[config.mk]
export PLATFORM = sky130hd
export DESIGN_NAME = tos_seq
export DESIGN_NICKNAME = d
export VERILOG_FILES = /design/src/design/tos_pkg.sv /design/src/design/tos_chan.sv /design/src/design/tos_seq.sv
export SDC_FILE = /design/constraint.sdc
export NUM_CORES = 2
export LEC_CHECK = 0
export BUFFER_PORTS_ARGS = -buffer_cell sky130_fd_sc_hd__buf_2
export CELL_PAD_IN_SITES_DETAIL_PLACEMENT = 0
export CELL_PAD_IN_SITES_GLOBAL_PLACEMENT = 1
export CORE_MARGIN = 5
export CORE_UTILIZATION = 38
export DETAILED_ROUTE_END_ITERATION = 16
export PLACE_DENSITY_LB_ADDON = 0.1
export SYNTH_ARGS = -nofsm -noshare
export SYNTH_HDL_FRONTEND = slang
export SYNTH_SLANG_ARGS = --single-unit
[constraint.sdc]
create_clock -name mclk -period 10.66 [get_ports mclk]
set_clock_uncertainty 0.05 [all_clocks]
set_input_delay 1.066 -clock mclk [delete_from_list [all_inputs] [get_ports mclk]]
set_output_delay 1.066 -clock mclk [all_outputs]
set_load 0.1 [all_outputs]
[src/design/tos_pkg.sv]
// Shared constants and configuration carriers of the trigger output sequencer.
// Assumes a single 250 MHz system clock; every time field is in milliseconds.
package tos_pkg;

    // ----------------------------------------------------------------
    // Timing
    // ----------------------------------------------------------------
    localparam int CLK_KHZ = 250000;
    localparam int TICK_MS = 1;
    localparam int TICK_CYCLES = CLK_KHZ * TICK_MS;
    localparam int EMIT_HZ = 5000;
    localparam int EMIT_HALF = (CLK_KHZ * 1000) / (2 * EMIT_HZ);

    // ----------------------------------------------------------------
    // Sizes and reset values
    // ----------------------------------------------------------------
    localparam int N_BEAMS = 3;
    localparam int N_OUTS = 4;
    localparam int N_SWITCHES = 8;
    localparam int N_STEPS = 4;
    localparam int MS_W = 16;
    localparam logic [MS_W-1:0] MS_RESET = 16'h0000;
    localparam logic [7:0] REP_RESET = 8'h00;

    // ----------------------------------------------------------------
    // Encodings
    // ----------------------------------------------------------------
    localparam logic [2:0] SRC_NONE = 3'h0;
    localparam logic [2:0] SRC_ACT = 3'h1;
    localparam logic [2:0] SRC_BEAM1 = 3'h2;
    localparam logic [2:0] SRC_BEAM2 = 3'h3;
    localparam logic [2:0] SRC_BEAM3 = 3'h4;
    localparam logic DRV_SINGLE = 1'b0;
    localparam logic DRV_CONT = 1'b1;
    localparam logic [1:0] STEP_OFF = 2'h0;
    localparam logic [1:0] STEP_MANUAL = 2'h1;
    localparam logic [1:0] STEP_FOLLOW = 2'h2;
    localparam logic [2:0] NEXT_END = 3'h0;
    localparam logic [2:0] STEP_ONE = 3'h1;
    localparam logic [2:0] STEP_TWO = 3'h2;
    localparam logic [2:0] STEP_THREE = 3'h3;
    localparam logic [2:0] STEP_FOUR = 3'h4;

    // ----------------------------------------------------------------
    // Carriers
    // ----------------------------------------------------------------
    typedef struct packed {
        logic [2:0] src;
        logic drive;
        logic [MS_W-1:0] lag;
        logic [MS_W-1:0] rel_time;
        logic [MS_W-1:0] period;
        logic [MS_W-1:0] interval;
        logic [7:0] reps;
        logic [16:0] win_start;
        logic [16:0] win_end;
    } tos_out_cfg_t;

    typedef struct packed {
        logic [1:0] trig;
        logic [MS_W-1:0] delay;
        logic [MS_W-1:0] on_time;
        logic [MS_W-1:0] duration;
        logic [7:0] reps;
        logic [N_SWITCHES-1:0] sw;
        logic [2:0] next;
    } tos_step_cfg_t;

endpackage

[src/design/tos_chan.sv]
// One timed trigger output: lag, release pulses, interval and drive mode.
// Assumes a one-cycle millisecond tick and trigger events on the same clock.
`timescale 1ns/1ns
module tos_chan (
    // Clock and reset.
    input wire logic mclk,
    input wire logic sys_rst,
    // Timing and trigger inputs.
    input wire logic tick,
    input wire logic clr,
    input wire tos_pkg::tos_out_cfg_t cfg,
    input wire logic evt,
    input wire logic level,
    input wire logic win_ok,
    // Output drive.
    output logic out_on
);

    typedef enum logic [4:0] {
        S_IDLE = 5'h01,
        S_LAG = 5'h02,
        S_ON = 5'h04,
        S_GAP = 5'h08,
        S_HOLD = 5'h10
    } tos_ch_state_t;

    tos_ch_state_t state;
    tos_ch_state_t next_state;
    logic [tos_pkg::MS_W-1:0] ph;
    logic [tos_pkg::MS_W-1:0] iv;
    logic [7:0] reps_left;

    // Trigger acceptance, interval completion and continuous restart.
    wire src_off = (cfg.src == tos_pkg::SRC_NONE);
    wire acc = (state == S_IDLE) && evt && win_ok && !src_off;
    wire iv_done = (iv >= cfg.interval);
    wire restart = (cfg.drive == tos_pkg::DRV_CONT) && level && !src_off;
    wire start = acc || ((state == S_HOLD) && iv_done && restart);
    wire first = (cfg.lag == tos_pkg::MS_RESET) ? 1'b1 : 1'b0;

    // Next state of the output cycle.
    always_comb begin
        next_state = state;
        case (state)
            S_IDLE: begin
                if (acc) begin
                    next_state = first ? S_ON : S_LAG;
                end
            end
            S_LAG: begin
                if (ph >= cfg.lag) begin
                    next_state = S_ON;
                end
            end
            S_ON: begin
                if (ph >= cfg.rel_time) begin
                    next_state = (reps_left != 8'h00) ? S_GAP : S_HOLD;
                end
            end
            S_GAP: begin
                if (ph >= cfg.period) begin
                    next_state = S_ON;
                end
            end
            S_HOLD: begin
                if (iv_done) begin
                    next_state = restart ? (first ? S_ON : S_LAG) : S_IDLE;
                end
            end
            default: begin
                next_state = S_IDLE;
            end
        endcase
        if (clr || src_off) begin
            next_state = S_IDLE;
        end
    end

    // State, phase counter, interval counter and remaining releases.
    always_ff @(posedge mclk or posedge sys_rst) begin
        if (sys_rst) begin
            state <= S_IDLE;
            ph <= tos_pkg::MS_RESET;
            iv <= tos_pkg::MS_RESET;
            reps_left <= tos_pkg::REP_RESET;
            out_on <= 1'b0;
        end else begin
            state <= next_state;
            out_on <= (next_state == S_ON);
            if ((next_state != state && next_state != S_GAP) || start) begin
                ph <= tos_pkg::MS_RESET;
            end else if (tick) begin
                ph <= ph + 16'h0001;
            end
            if (start) begin
                iv <= tos_pkg::MS_RESET;
            end else if (tick && iv != 16'hffff) begin
                iv <= iv + 16'h0001;
            end
            if (start) begin
                reps_left <= cfg.reps;
            end else if (state == S_ON && next_state == S_GAP) begin
                reps_left <= reps_left - 8'h01;
            end
        end
    end

    // ----------------------------------------------------------------
    // Checks
    // ----------------------------------------------------------------
    src_none_off_a: assert property (@(posedge mclk) disable iff (sys_rst)
        src_off |=> !out_on && state == S_IDLE)
        else $error("Output with no trigger source is active.");
    busy_no_restart_a: assert property (@(posedge mclk) disable iff (sys_rst)
        (state == S_LAG || state == S_ON || state == S_GAP) && !clr && !src_off
        |=> iv >= $past(iv))
        else $error("Interval restarted while the output was busy.");
    zero_lag_on_a: assert property (@(posedge mclk) disable iff (sys_rst)
        acc && first && !clr |=> out_on && state == S_ON)
        else $error("Zero lag output did not switch on at acceptance.");
    wait_interval_a: assert property (@(posedge mclk) disable iff (sys_rst)
        state == S_HOLD && !iv_done && !clr && !src_off |=> state == S_HOLD)
        else $error("Output left the interval before it elapsed.");
    lag_dark_a: assert property (@(posedge mclk) disable iff (sys_rst)
        state == S_LAG |-> !out_on)
        else $error("Output on during lag time.");
    ready_at_end_a: assert property (@(posedge mclk) disable iff (sys_rst)
        state == S_HOLD && iv_done && !restart && !clr |=> state == S_IDLE)
        else $error("Output not ready once the interval elapsed.");
    cont_restart_a: assert property (@(posedge mclk) disable iff (sys_rst)
        state == S_HOLD && iv_done && restart && !clr
        |=> (state == S_ON || state == S_LAG) && iv == tos_pkg::MS_RESET)
        else $error("Continuous mode did not start a new cycle.");
    extra_release_a: assert property (@(posedge mclk) disable iff (sys_rst)
        state == S_ON && next_state == S_GAP |=> reps_left == $past(reps_left) - 8'h01)
        else $error("Release added beyond the repetition count.");

endmodule

[src/design/tos_seq.sv]
// Top of the trigger output sequencer: input synchronisers, millisecond tick,
// emitter modulation, four timed outputs and four chained experimental steps.
// Assumes beam, action-mode and key inputs are asynchronous pins, active high,
// and that configuration ports are held steady by the surrounding controller.
`timescale 1ns/1ns

// Contract
// Events for a source no output or step selects change nothing.
// Action-mode and beam events from one interruption appear in the same cycle.
// Triggers arriving before the interval elapsed are dropped, never queued.
// With zero lag the output switches on at acceptance for the release time.
// Readiness returns no earlier than trigger time plus interval.
// Lag first, then release pulses spaced by period, then the interval.
// Equal release time, period and interval give readiness at pulse end.
// Continuous mode restarts full cycles while the selected input stays interrupted.
// Source none keeps the output off and deaf to all events.
// Manual step starts on the key, waits its delay, closes its switches.
// Step duration timed from step start, then hands to next step or ends.
// A chain with zero repetitions runs exactly once per start.
// Software should make step duration exceed delay plus ON time.
// All manual chains start together on one key press and run concurrently.
// Starting needs no return to working level after a value change.
// Steps work only while experimental mode is enabled.
// Three beam inputs, four outputs and eight switches.
// Emitter pulses at fixed rate; beam response stays within its time.
// Each repetition adds one release after the first.
// Single mode with zero repetitions runs once per accepted trigger.
// Equal window start and end accept triggers at any time of day.
// All times count a common millisecond tick with a synchronous clear.
// A follow step starts only on handover from its preceding step.
module tos_seq #(
    parameter int TICK_CYCLES = tos_pkg::TICK_CYCLES,
    parameter int EMIT_HALF = tos_pkg::EMIT_HALF
) (
    // Clock and reset.
    input wire logic mclk,
    input wire logic sys_rst,
    // Front-end pins.
    input wire logic [tos_pkg::N_BEAMS-1:0] beam_cut,
    input wire logic act_hit,
    input wire logic start_key,
    // Control and configuration.
    input wire logic timer_clr,
    input wire logic exp_mode,
    input wire logic [16:0] tod,
    input wire tos_pkg::tos_out_cfg_t [tos_pkg::N_OUTS-1:0] out_cfg,
    input wire tos_pkg::tos_step_cfg_t [tos_pkg::N_STEPS-1:0] step_cfg,
    // Drives.
    output logic [tos_pkg::N_OUTS-1:0] out_on,
    output logic [tos_pkg::N_SWITCHES-1:0] switch_on,
    output logic emitter
);

    localparam int TW = $clog2(TICK_CYCLES + 1);
    localparam int EW = $clog2(EMIT_HALF + 1);
    localparam int NS = tos_pkg::N_STEPS;

    // ----------------------------------------------------------------
    // Helper functions
    // ----------------------------------------------------------------

    // Picks the action-mode or beam bit that a trigger source names.
    function automatic logic src_pick(input logic [2:0] src, input logic [3:0] v);
        logic r;
        r = 1'b0;
        case (src)
            tos_pkg::SRC_ACT: r = v[0];
            tos_pkg::SRC_BEAM1: r = v[1];
            tos_pkg::SRC_BEAM2: r = v[2];
            tos_pkg::SRC_BEAM3: r = v[3];
            default: r = 1'b0;
        endcase
        return r;
    endfunction

    // True when the time of day lies inside a window, or the window is empty.
    function automatic logic in_window(input logic [16:0] ws, input logic [16:0] we,
                                       input logic [16:0] t);
        logic r;
        r = 1'b1;
        if (ws < we) begin
            r = (t >= ws) && (t < we);
        end else if (ws > we) begin
            r = (t >= ws) || (t < we);
        end
        return r;
    endfunction

    // ----------------------------------------------------------------
    // Input synchronisers
    // ----------------------------------------------------------------
    logic [4:0] sy1;
    logic [4:0] sy2;
    logic [4:0] sy3;
    logic [4:0] lvl;
    logic [4:0] lvl_d;

    // A bit is taken only once the second and third stages agree.
    wire [4:0] agree = ~(sy2 ^ sy3);
    wire [4:0] next_lvl = (sy3 & agree) | (lvl & ~agree);
    // All front-end events come from one edge detector in the same cycle.
    wire [4:0] rise = lvl & ~lvl_d;
    wire key_evt = rise[4];

    // Three-stage capture of action, beams and key, then edge detection.
    always_ff @(posedge mclk or posedge sys_rst) begin
        if (sys_rst) begin
            sy1 <= 5'h00;
            sy2 <= 5'h00;
            sy3 <= 5'h00;
            lvl <= 5'h00;
            lvl_d <= 5'h00;
        end else begin
            sy1 <= {start_key, beam_cut, act_hit};
            sy2 <= sy1;
            sy3 <= sy2;
            lvl <= next_lvl;
            lvl_d <= lvl;
        end
    end

    // ----------------------------------------------------------------
    // Millisecond tick and emitter modulation
    // ----------------------------------------------------------------
    logic [TW-1:0] tick_cnt;
    logic tick;
    logic [EW-1:0] emit_cnt;

    // Divider wrap points.
    wire tick_wrap = (tick_cnt == TW'(TICK_CYCLES - 1));
    wire emit_wrap = (emit_cnt == EW'(EMIT_HALF - 1));

    // Common time base for every output and step.
    always_ff @(posedge mclk or posedge sys_rst) begin
        if (sys_rst) begin
            tick_cnt <= '0;
            tick <= 1'b0;
        end else if (timer_clr) begin
            tick_cnt <= '0;
            tick <= 1'b0;
        end else begin
            tick_cnt <= tick_wrap ? '0 : tick_cnt + TW'(1);
            tick <= tick_wrap;
        end
    end

    // Emitter square wave at the fixed modulation rate.
    always_ff @(posedge mclk or posedge sys_rst) begin
        if (sys_rst) begin
            emit_cnt <= '0;
            emitter <= 1'b0;
        end else begin
            emit_cnt <= emit_wrap ? '0 : emit_cnt + EW'(1);
            if (emit_wrap) begin
                emitter <= ~emitter;
            end
        end
    end

    // ----------------------------------------------------------------
    // Timed outputs
    // ----------------------------------------------------------------
    genvar k;
    generate
        for (k = 0; k < tos_pkg::N_OUTS; k = k + 1) begin : g_out
            // Each output sees only the event of its own source.
            wire evt = src_pick(out_cfg[k].src, rise[3:0]);
            wire lv = src_pick(out_cfg[k].src, lvl[3:0]);
            wire wok = in_window(out_cfg[k].win_start, out_cfg[k].win_end, tod);
            tos_chan u_chan (
                .mclk(mclk),
                .sys_rst(sys_rst),
                .tick(tick),
                .clr(timer_clr),
                .cfg(out_cfg[k]),
                .evt(evt),
                .level(lv),
                .win_ok(wok),
                .out_on(out_on[k])
            );
        end
    endgenerate

    // ----------------------------------------------------------------
    // Experimental step chains
    // ----------------------------------------------------------------
    // Step chain state.
    logic [NS-1:0] run;
    logic [tos_pkg::MS_W-1:0] sc [NS];
    logic [1:0] head [NS];
    logic [7:0] rep_left [NS];
    logic [NS-1:0] hand;
    logic [NS-1:0] again;
    logic [1:0] hand_head [NS];
    logic [NS-1:0] go;
    logic [NS-1:0] manual;
    logic [NS-1:0] step_end;
    logic [NS-1:0] closed;

    // Step end, switch closure and manual start per step.
    genvar j;
    generate
        for (j = 0; j < NS; j = j + 1) begin : g_step
            wire [16:0] on_end = {1'b0, step_cfg[j].delay} + {1'b0, step_cfg[j].on_time};
            assign step_end[j] = run[j] && (sc[j] >= step_cfg[j].duration);
            assign closed[j] = run[j] && (sc[j] >= step_cfg[j].delay)
                && ({1'b0, sc[j]} < on_end);
            // Every idle manual step answers the same key event; a running one ignores it.
            assign manual[j] = key_evt && (step_cfg[j].trig == tos_pkg::STEP_MANUAL)
                && !run[j];
            assign go[j] = exp_mode && (manual[j] || hand[j] || again[j]);
        end
    endgenerate

    // Handover to a named next step, and chain repetition from the head.
    always_comb begin
        hand = '0;
        again = '0;
        for (int n = 0; n < NS; n = n + 1) begin
            hand_head[n] = 2'(n);
        end
        for (int i = 0; i < NS; i = i + 1) begin
            if (step_end[i] && step_cfg[i].next != tos_pkg::NEXT_END) begin
                for (int n = 0; n < NS; n = n + 1) begin
                    if (step_cfg[i].next == 3'(n + 1)) begin
                        hand[n] = 1'b1;
                        hand_head[n] = head[i];
                    end
                end
            end else if (step_end[i] && rep_left[head[i]] != 8'h00) begin
                again[head[i]] = 1'b1;
            end
        end
    end

    // Step run flags, step clocks, chain heads and repetition counts.
    always_ff @(posedge mclk or posedge sys_rst) begin
        if (sys_rst) begin
            run <= '0;
            for (int n = 0; n < NS; n = n + 1) begin
                sc[n] <= tos_pkg::MS_RESET;
                head[n] <= 2'(n);
                rep_left[n] <= tos_pkg::REP_RESET;
            end
        end else begin
            for (int n = 0; n < NS; n = n + 1) begin
                if (!exp_mode || timer_clr) begin
                    run[n] <= 1'b0;
                end else if (go[n]) begin
                    run[n] <= 1'b1;
                end else if (step_end[n]) begin
                    run[n] <= 1'b0;
                end
                if (go[n]) begin
                    sc[n] <= tos_pkg::MS_RESET;
                end else if (tick && run[n]) begin
                    sc[n] <= sc[n] + 16'h0001;
                end
                if (manual[n]) begin
                    head[n] <= 2'(n);
                    rep_left[n] <= step_cfg[n].reps;
                end else if (hand[n]) begin
                    head[n] <= hand_head[n];
                end else if (again[n]) begin
                    head[n] <= 2'(n);
                    rep_left[n] <= rep_left[n] - 8'h01;
                end
            end
        end
    end

    // ----------------------------------------------------------------
    // Switch drive
    // ----------------------------------------------------------------
    logic [tos_pkg::N_SWITCHES-1:0] next_switch;

    // Each output closes its own pair; closed steps add their switch masks.
    always_comb begin
        next_switch = '0;
        for (int n = 0; n < tos_pkg::N_OUTS; n = n + 1) begin
            next_switch[2*n] = out_on[n];
            next_switch[2*n+1] = out_on[n];
        end
        for (int n = 0; n < NS; n = n + 1) begin
            if (closed[n]) begin
                next_switch = next_switch | step_cfg[n].sw;
            end
        end
    end

    // Registered switch outputs.
    always_ff @(posedge mclk or posedge sys_rst) begin
        if (sys_rst) begin
            switch_on <= '0;
        end else begin
            switch_on <= next_switch;
        end
    end

    // ----------------------------------------------------------------
    // Checks
    // ----------------------------------------------------------------
    generate
        for (j = 0; j < NS; j = j + 1) begin : g_chk
            // Per-step checks.
            step_switch_a: assert property (@(posedge mclk) disable iff (sys_rst)
                closed[j] |=> (switch_on & step_cfg[j].sw) == step_cfg[j].sw)
                else $error("Step switch not closed during its ON time.");

            chain_end_a: assert property (@(posedge mclk) disable iff (sys_rst)
                step_end[j] && !go[j] |=> !run[j])
                else $error("Step kept running after its duration.");

            once_per_start_a: assert property (@(posedge mclk) disable iff (sys_rst)
                go[j] && manual[j] && !timer_clr
                |=> rep_left[j] == $past(step_cfg[j].reps) && run[j])
                else $error("Manual start did not load the chain repetitions.");

            exp_gate_a: assert property (@(posedge mclk) disable iff (sys_rst)
                !exp_mode |=> !run[j])
                else $error("Step running with experimental mode off.");

            follow_start_a: assert property (@(posedge mclk) disable iff (sys_rst)
                hand[j] && exp_mode && !timer_clr |=> run[j] && sc[j] == tos_pkg::MS_RESET)
                else $error("Next step did not start on handover.");
        end
    endgenerate

    // Time base checks.
    emit_steady_a: assert property (@(posedge mclk) disable iff (sys_rst)
        !emit_wrap |=> $stable(emitter))
        else $error("Emitter toggled between half periods.");

    tick_single_a: assert property (@(posedge mclk) disable iff (sys_rst)
        tick |=> !tick [*3])
        else $error("Millisecond tick longer than one cycle.");

    clr_stops_a: assert property (@(posedge mclk) disable iff (sys_rst)
        timer_clr |=> run == '0 && !tick)
        else $error("Clear left a step running or a tick pending.");

endmodule

==> flow_summary.ini <==
[run_status]
outcome = completed

[global_route]
track_usage_pct = 23.0
grt_antenna_before_repair = 54
grt_pass1_wl_um = 191000
grt_pass1_vias = 34017
grt_max_degree = 155
grt_overflow = 0

[critical_path]
crit_required_ns = 11.09
crit_fanout = 8
setup.worst_path.end_class = register
r2r_start = sc[16]$_DFFE_PP0P_
arrival_ns = 5.49
regToRegEndpoint = sc[45]$_DFFE_PP0P_
crit_type = in -> reg
r2r_setup_slack_ns = 6.51
reg2reg_depth = 12
worstSetupStartpointType = primary input

[clock_tree]
clock-root-buffer = clkbuf_16
clkLatencyLatePin_ns = 0.57
cts_max_path_buffers = 3
cts_hold_buf = 0
cts_made_buffers = 46
htree_num_levels = 2
cts_tree = done
clkSinkCount = 360
postCtsSetupBuffers = 0
cts.repair.resized = 0
clk_pin_slew_ns = 0.06

[routing]
wl_per_cell_um = 18.9
vias = 33998
drtPass1Iterations = 5
remaining_drc_errors = 0
wl_um = 124000
drt_iter0_markers = 1712
viasPerCell = 5.20
final_antenna_net_count = 0

[worst_hold_path]
worstHoldPathType = reg -> reg
hold_depth = 0
hp-start = sy1[0]$_DFF_PP0_
worstHoldEndpoint = sy2[0]$_DFF_PP0_

[synthesis]
yosys_warnings = 0
synth_edf_count = 0
synth_top_cell_by_area = ha_1
syn_area_um2 = 36900
syn_area_per_cell_um2 = 8.31
synthXorXnorAreaFrac_pct = 6.95
synth_mux_area_share_pct = 0.918
netlist.area_leader.share_pct = 24.7
ys_types = 95
syn-num-nets = 5921
synth_compound_area_share_pct = 16.0
synth_top_family_by_area = adder cells
synthFlopType = dfrtp_1
ys_ff_latch = 360
async_reset_ff_share_pct = 100
synthTopCellsByArea = ha_1, dfrtp_1, inv_1
yosys.area_share.simple_pct = 19.7
yosysSeqAreaShare_pct = 24.4
synthCells = 4445
synth-adder-area-share_pct = 25.1

[sta]
max_freq_mhz = 197
rsz0062_at_grt = no
hold_violations = 0
tns_ns = 0
drv_slew = 0
finalCriticalPeriod_ns = 5.06
fin_crit_sh_pct = 47.5
tightest_slew_ns = 1.17
max_slew_margin_pct = 21.9
setup_viol = 0

[placed_design]
gp_congestion = 0.882
dp_hpwl_um = 103000
dp.cells = 6418
io_buffers = 754

[pwr]
p_leak_nw = 23.4
peakVddDrop_mv = 0.0988
powerDensity_nw_per_um2 = 119
total_power_w = 0.00523

[final_layout]
drive_gt1_share_pct = 17.8
nets = 6666
area_growth_pct = 19.0
finalNonFillerCells = 6540
final_util_pct = 45.5

[die]
start_util_pct = 38.2
chipHeight_um = 322
fp.dieArea_um2 = 104000
rows = 114
fp.dieW_um = 322
core_um2 = 96600
ioPinCount = 755

[job]
cap_viol_max_count = 0
[cells in the final DEF, fill, tap and decap left out, types with 41 or more instances in the layout]
master / instances
nor2b_1: 45
nor2_1: 389
and3_1: 61
nand4_1: 115
nor3_1: 67
a21o_1: 103
nand2b_1: 59
dfrtp_1: 351
clkbuf_16: 49
nor4_1: 68
a211oi_1: 45
buf_2: 754
a21oi_1: 255
o21ai_0: 209
nand3_1: 141
xnor2_1: 121
o21a_1: 41
nand2_1: 310
ha_1: 730
xor2_1: 172
inv_1: 595
[cell usage after synthesis, types with 16 or more instances]
library cell / number
nand4_1: 115
o211ai_1: 34
o21ai_0: 210
buf_2: 16
or3_1: 35
mux2i_1: 17
o21a_1: 41
a211oi_1: 45
nand2_1: 310
nand2b_1: 59
nor4_1: 69
nor3_1: 67
inv_1: 596
and4_1: 21
nor2b_1: 45
nor2_1: 389
clkbuf_1: 46
and3_1: 61
nand3_1: 141
a21o_1: 103
xnor2_1: 121
xor2_1: 172
a31oi_1: 25
ha_1: 730
a2111oi_0: 21
a21oi_1: 257
dfrtp_1: 352
[state kept, by name, summed over array words and instances, names as in the netlist, 8 cells and up, named ones only]
name,count
g_out.u_chan.iv,64
g_out.u_chan.ph,64
sc,64
g_out.u_chan.reps_left,32
rep_left,32
g_out.u_chan.state,20
tick_cnt,18
emit_cnt,15
head,8
switch_on,8
[routing by layer]
metal	track usage (%)	vias to the layer above	part of all wire, %
li1	-	17306	-
met1	30.1	15762	44
met2	39.5	737	47
met3	4.39	169	6.3
met4	5.23	24	2.2
met5	0	-	0.14
[cell type report]
cell class / instances / area, µm²
Sequential cell: 360 / 9020
Multi-Input combinational cell: 3418 / 25400
Fill cell: 9821 / 52600
Tap cell: 1276 / 1600
Clock buffer: 68 / 1400
Clock inverter: 18 / 270
Inverter: 596 / 2240
Timing Repair Buffer: 768 / 3900
Antenna cell: 36 / 90.1
[where the power goes]
part | switching, W | internal [W] | total (W)
combinational | 0.000863 | 0.000770 | 0.00163
clock | 0.000639 | 0.00108 | 0.00171
sequential | 0.000298 | 0.00158 | 0.00188
total | 0.00180 | 0.00343 | 0.00523
[how the worst max path moves through the flow]
stage | startpoint | slack [ns] | end | depth (start not counted)
2_1_floorplan | sys_rst | 4.72 | async pin | 1
6_report | step_cfg[105] | 5.60 | switch_on[7]$_DFF_PP0_ | 17
5_1_grt | step_cfg[105] | 5.31 | switch_on[5]$_DFF_PP0_ | 19
3_5_place_dp | step_cfg[105] | 5.01 | switch_on[7]$_DFF_PP0_ | 17
3_3_place_gp | step_cfg[105] | 5.13 | switch_on[6]$_DFF_PP0_ | 17
4_1_cts | step_cfg[105] | 5.61 | switch_on[6]$_DFF_PP0_ | 17
[per-stage QoR]
step / worst slack, ns / hold slack, ns / cell area [µm²]
finish: 5.60 / 0.309 / 43900
global route: 5.31 / 0.326 / 43900
CTS: 5.61 / 0.315 / 43800
detailed placement: 5.01 / 0.290 / 42200
global placement: 5.13 / 0.288 / 42200
floorplan: 4.72 / 0.281 / 36900
[worst max-delay path: stages]
cell and delay (ns):
buf_2 0.12, ha_1 0.29, a21o_1 0.16, a21o_1 0.21
a2111oi_0 0.59, o31ai_1 0.24, o2111a_1 0.28, o21a_1 0.17
o21a_1 0.17, or2_2 0.29, ha_1 0.29, a2111oi_0 0.43
o21ai_0 0.15, a21oi_1 0.16, o311a_1 0.61, nand2_1 0.14
o211ai_1 0.11
[cells by family (layout without fill, tap and decap cells)]
family	after synthesis	count (layout)
and+or+nand+nor	1439	1439
AOI/OAI and AO/OA	915	915
adders and majority gates	739	739
buffers and inverters	667	1450
DFF	360	360
xor gates and xnor gates	293	293
muxes	32	32
other	0	36
(Power assumes the default switching activity.)
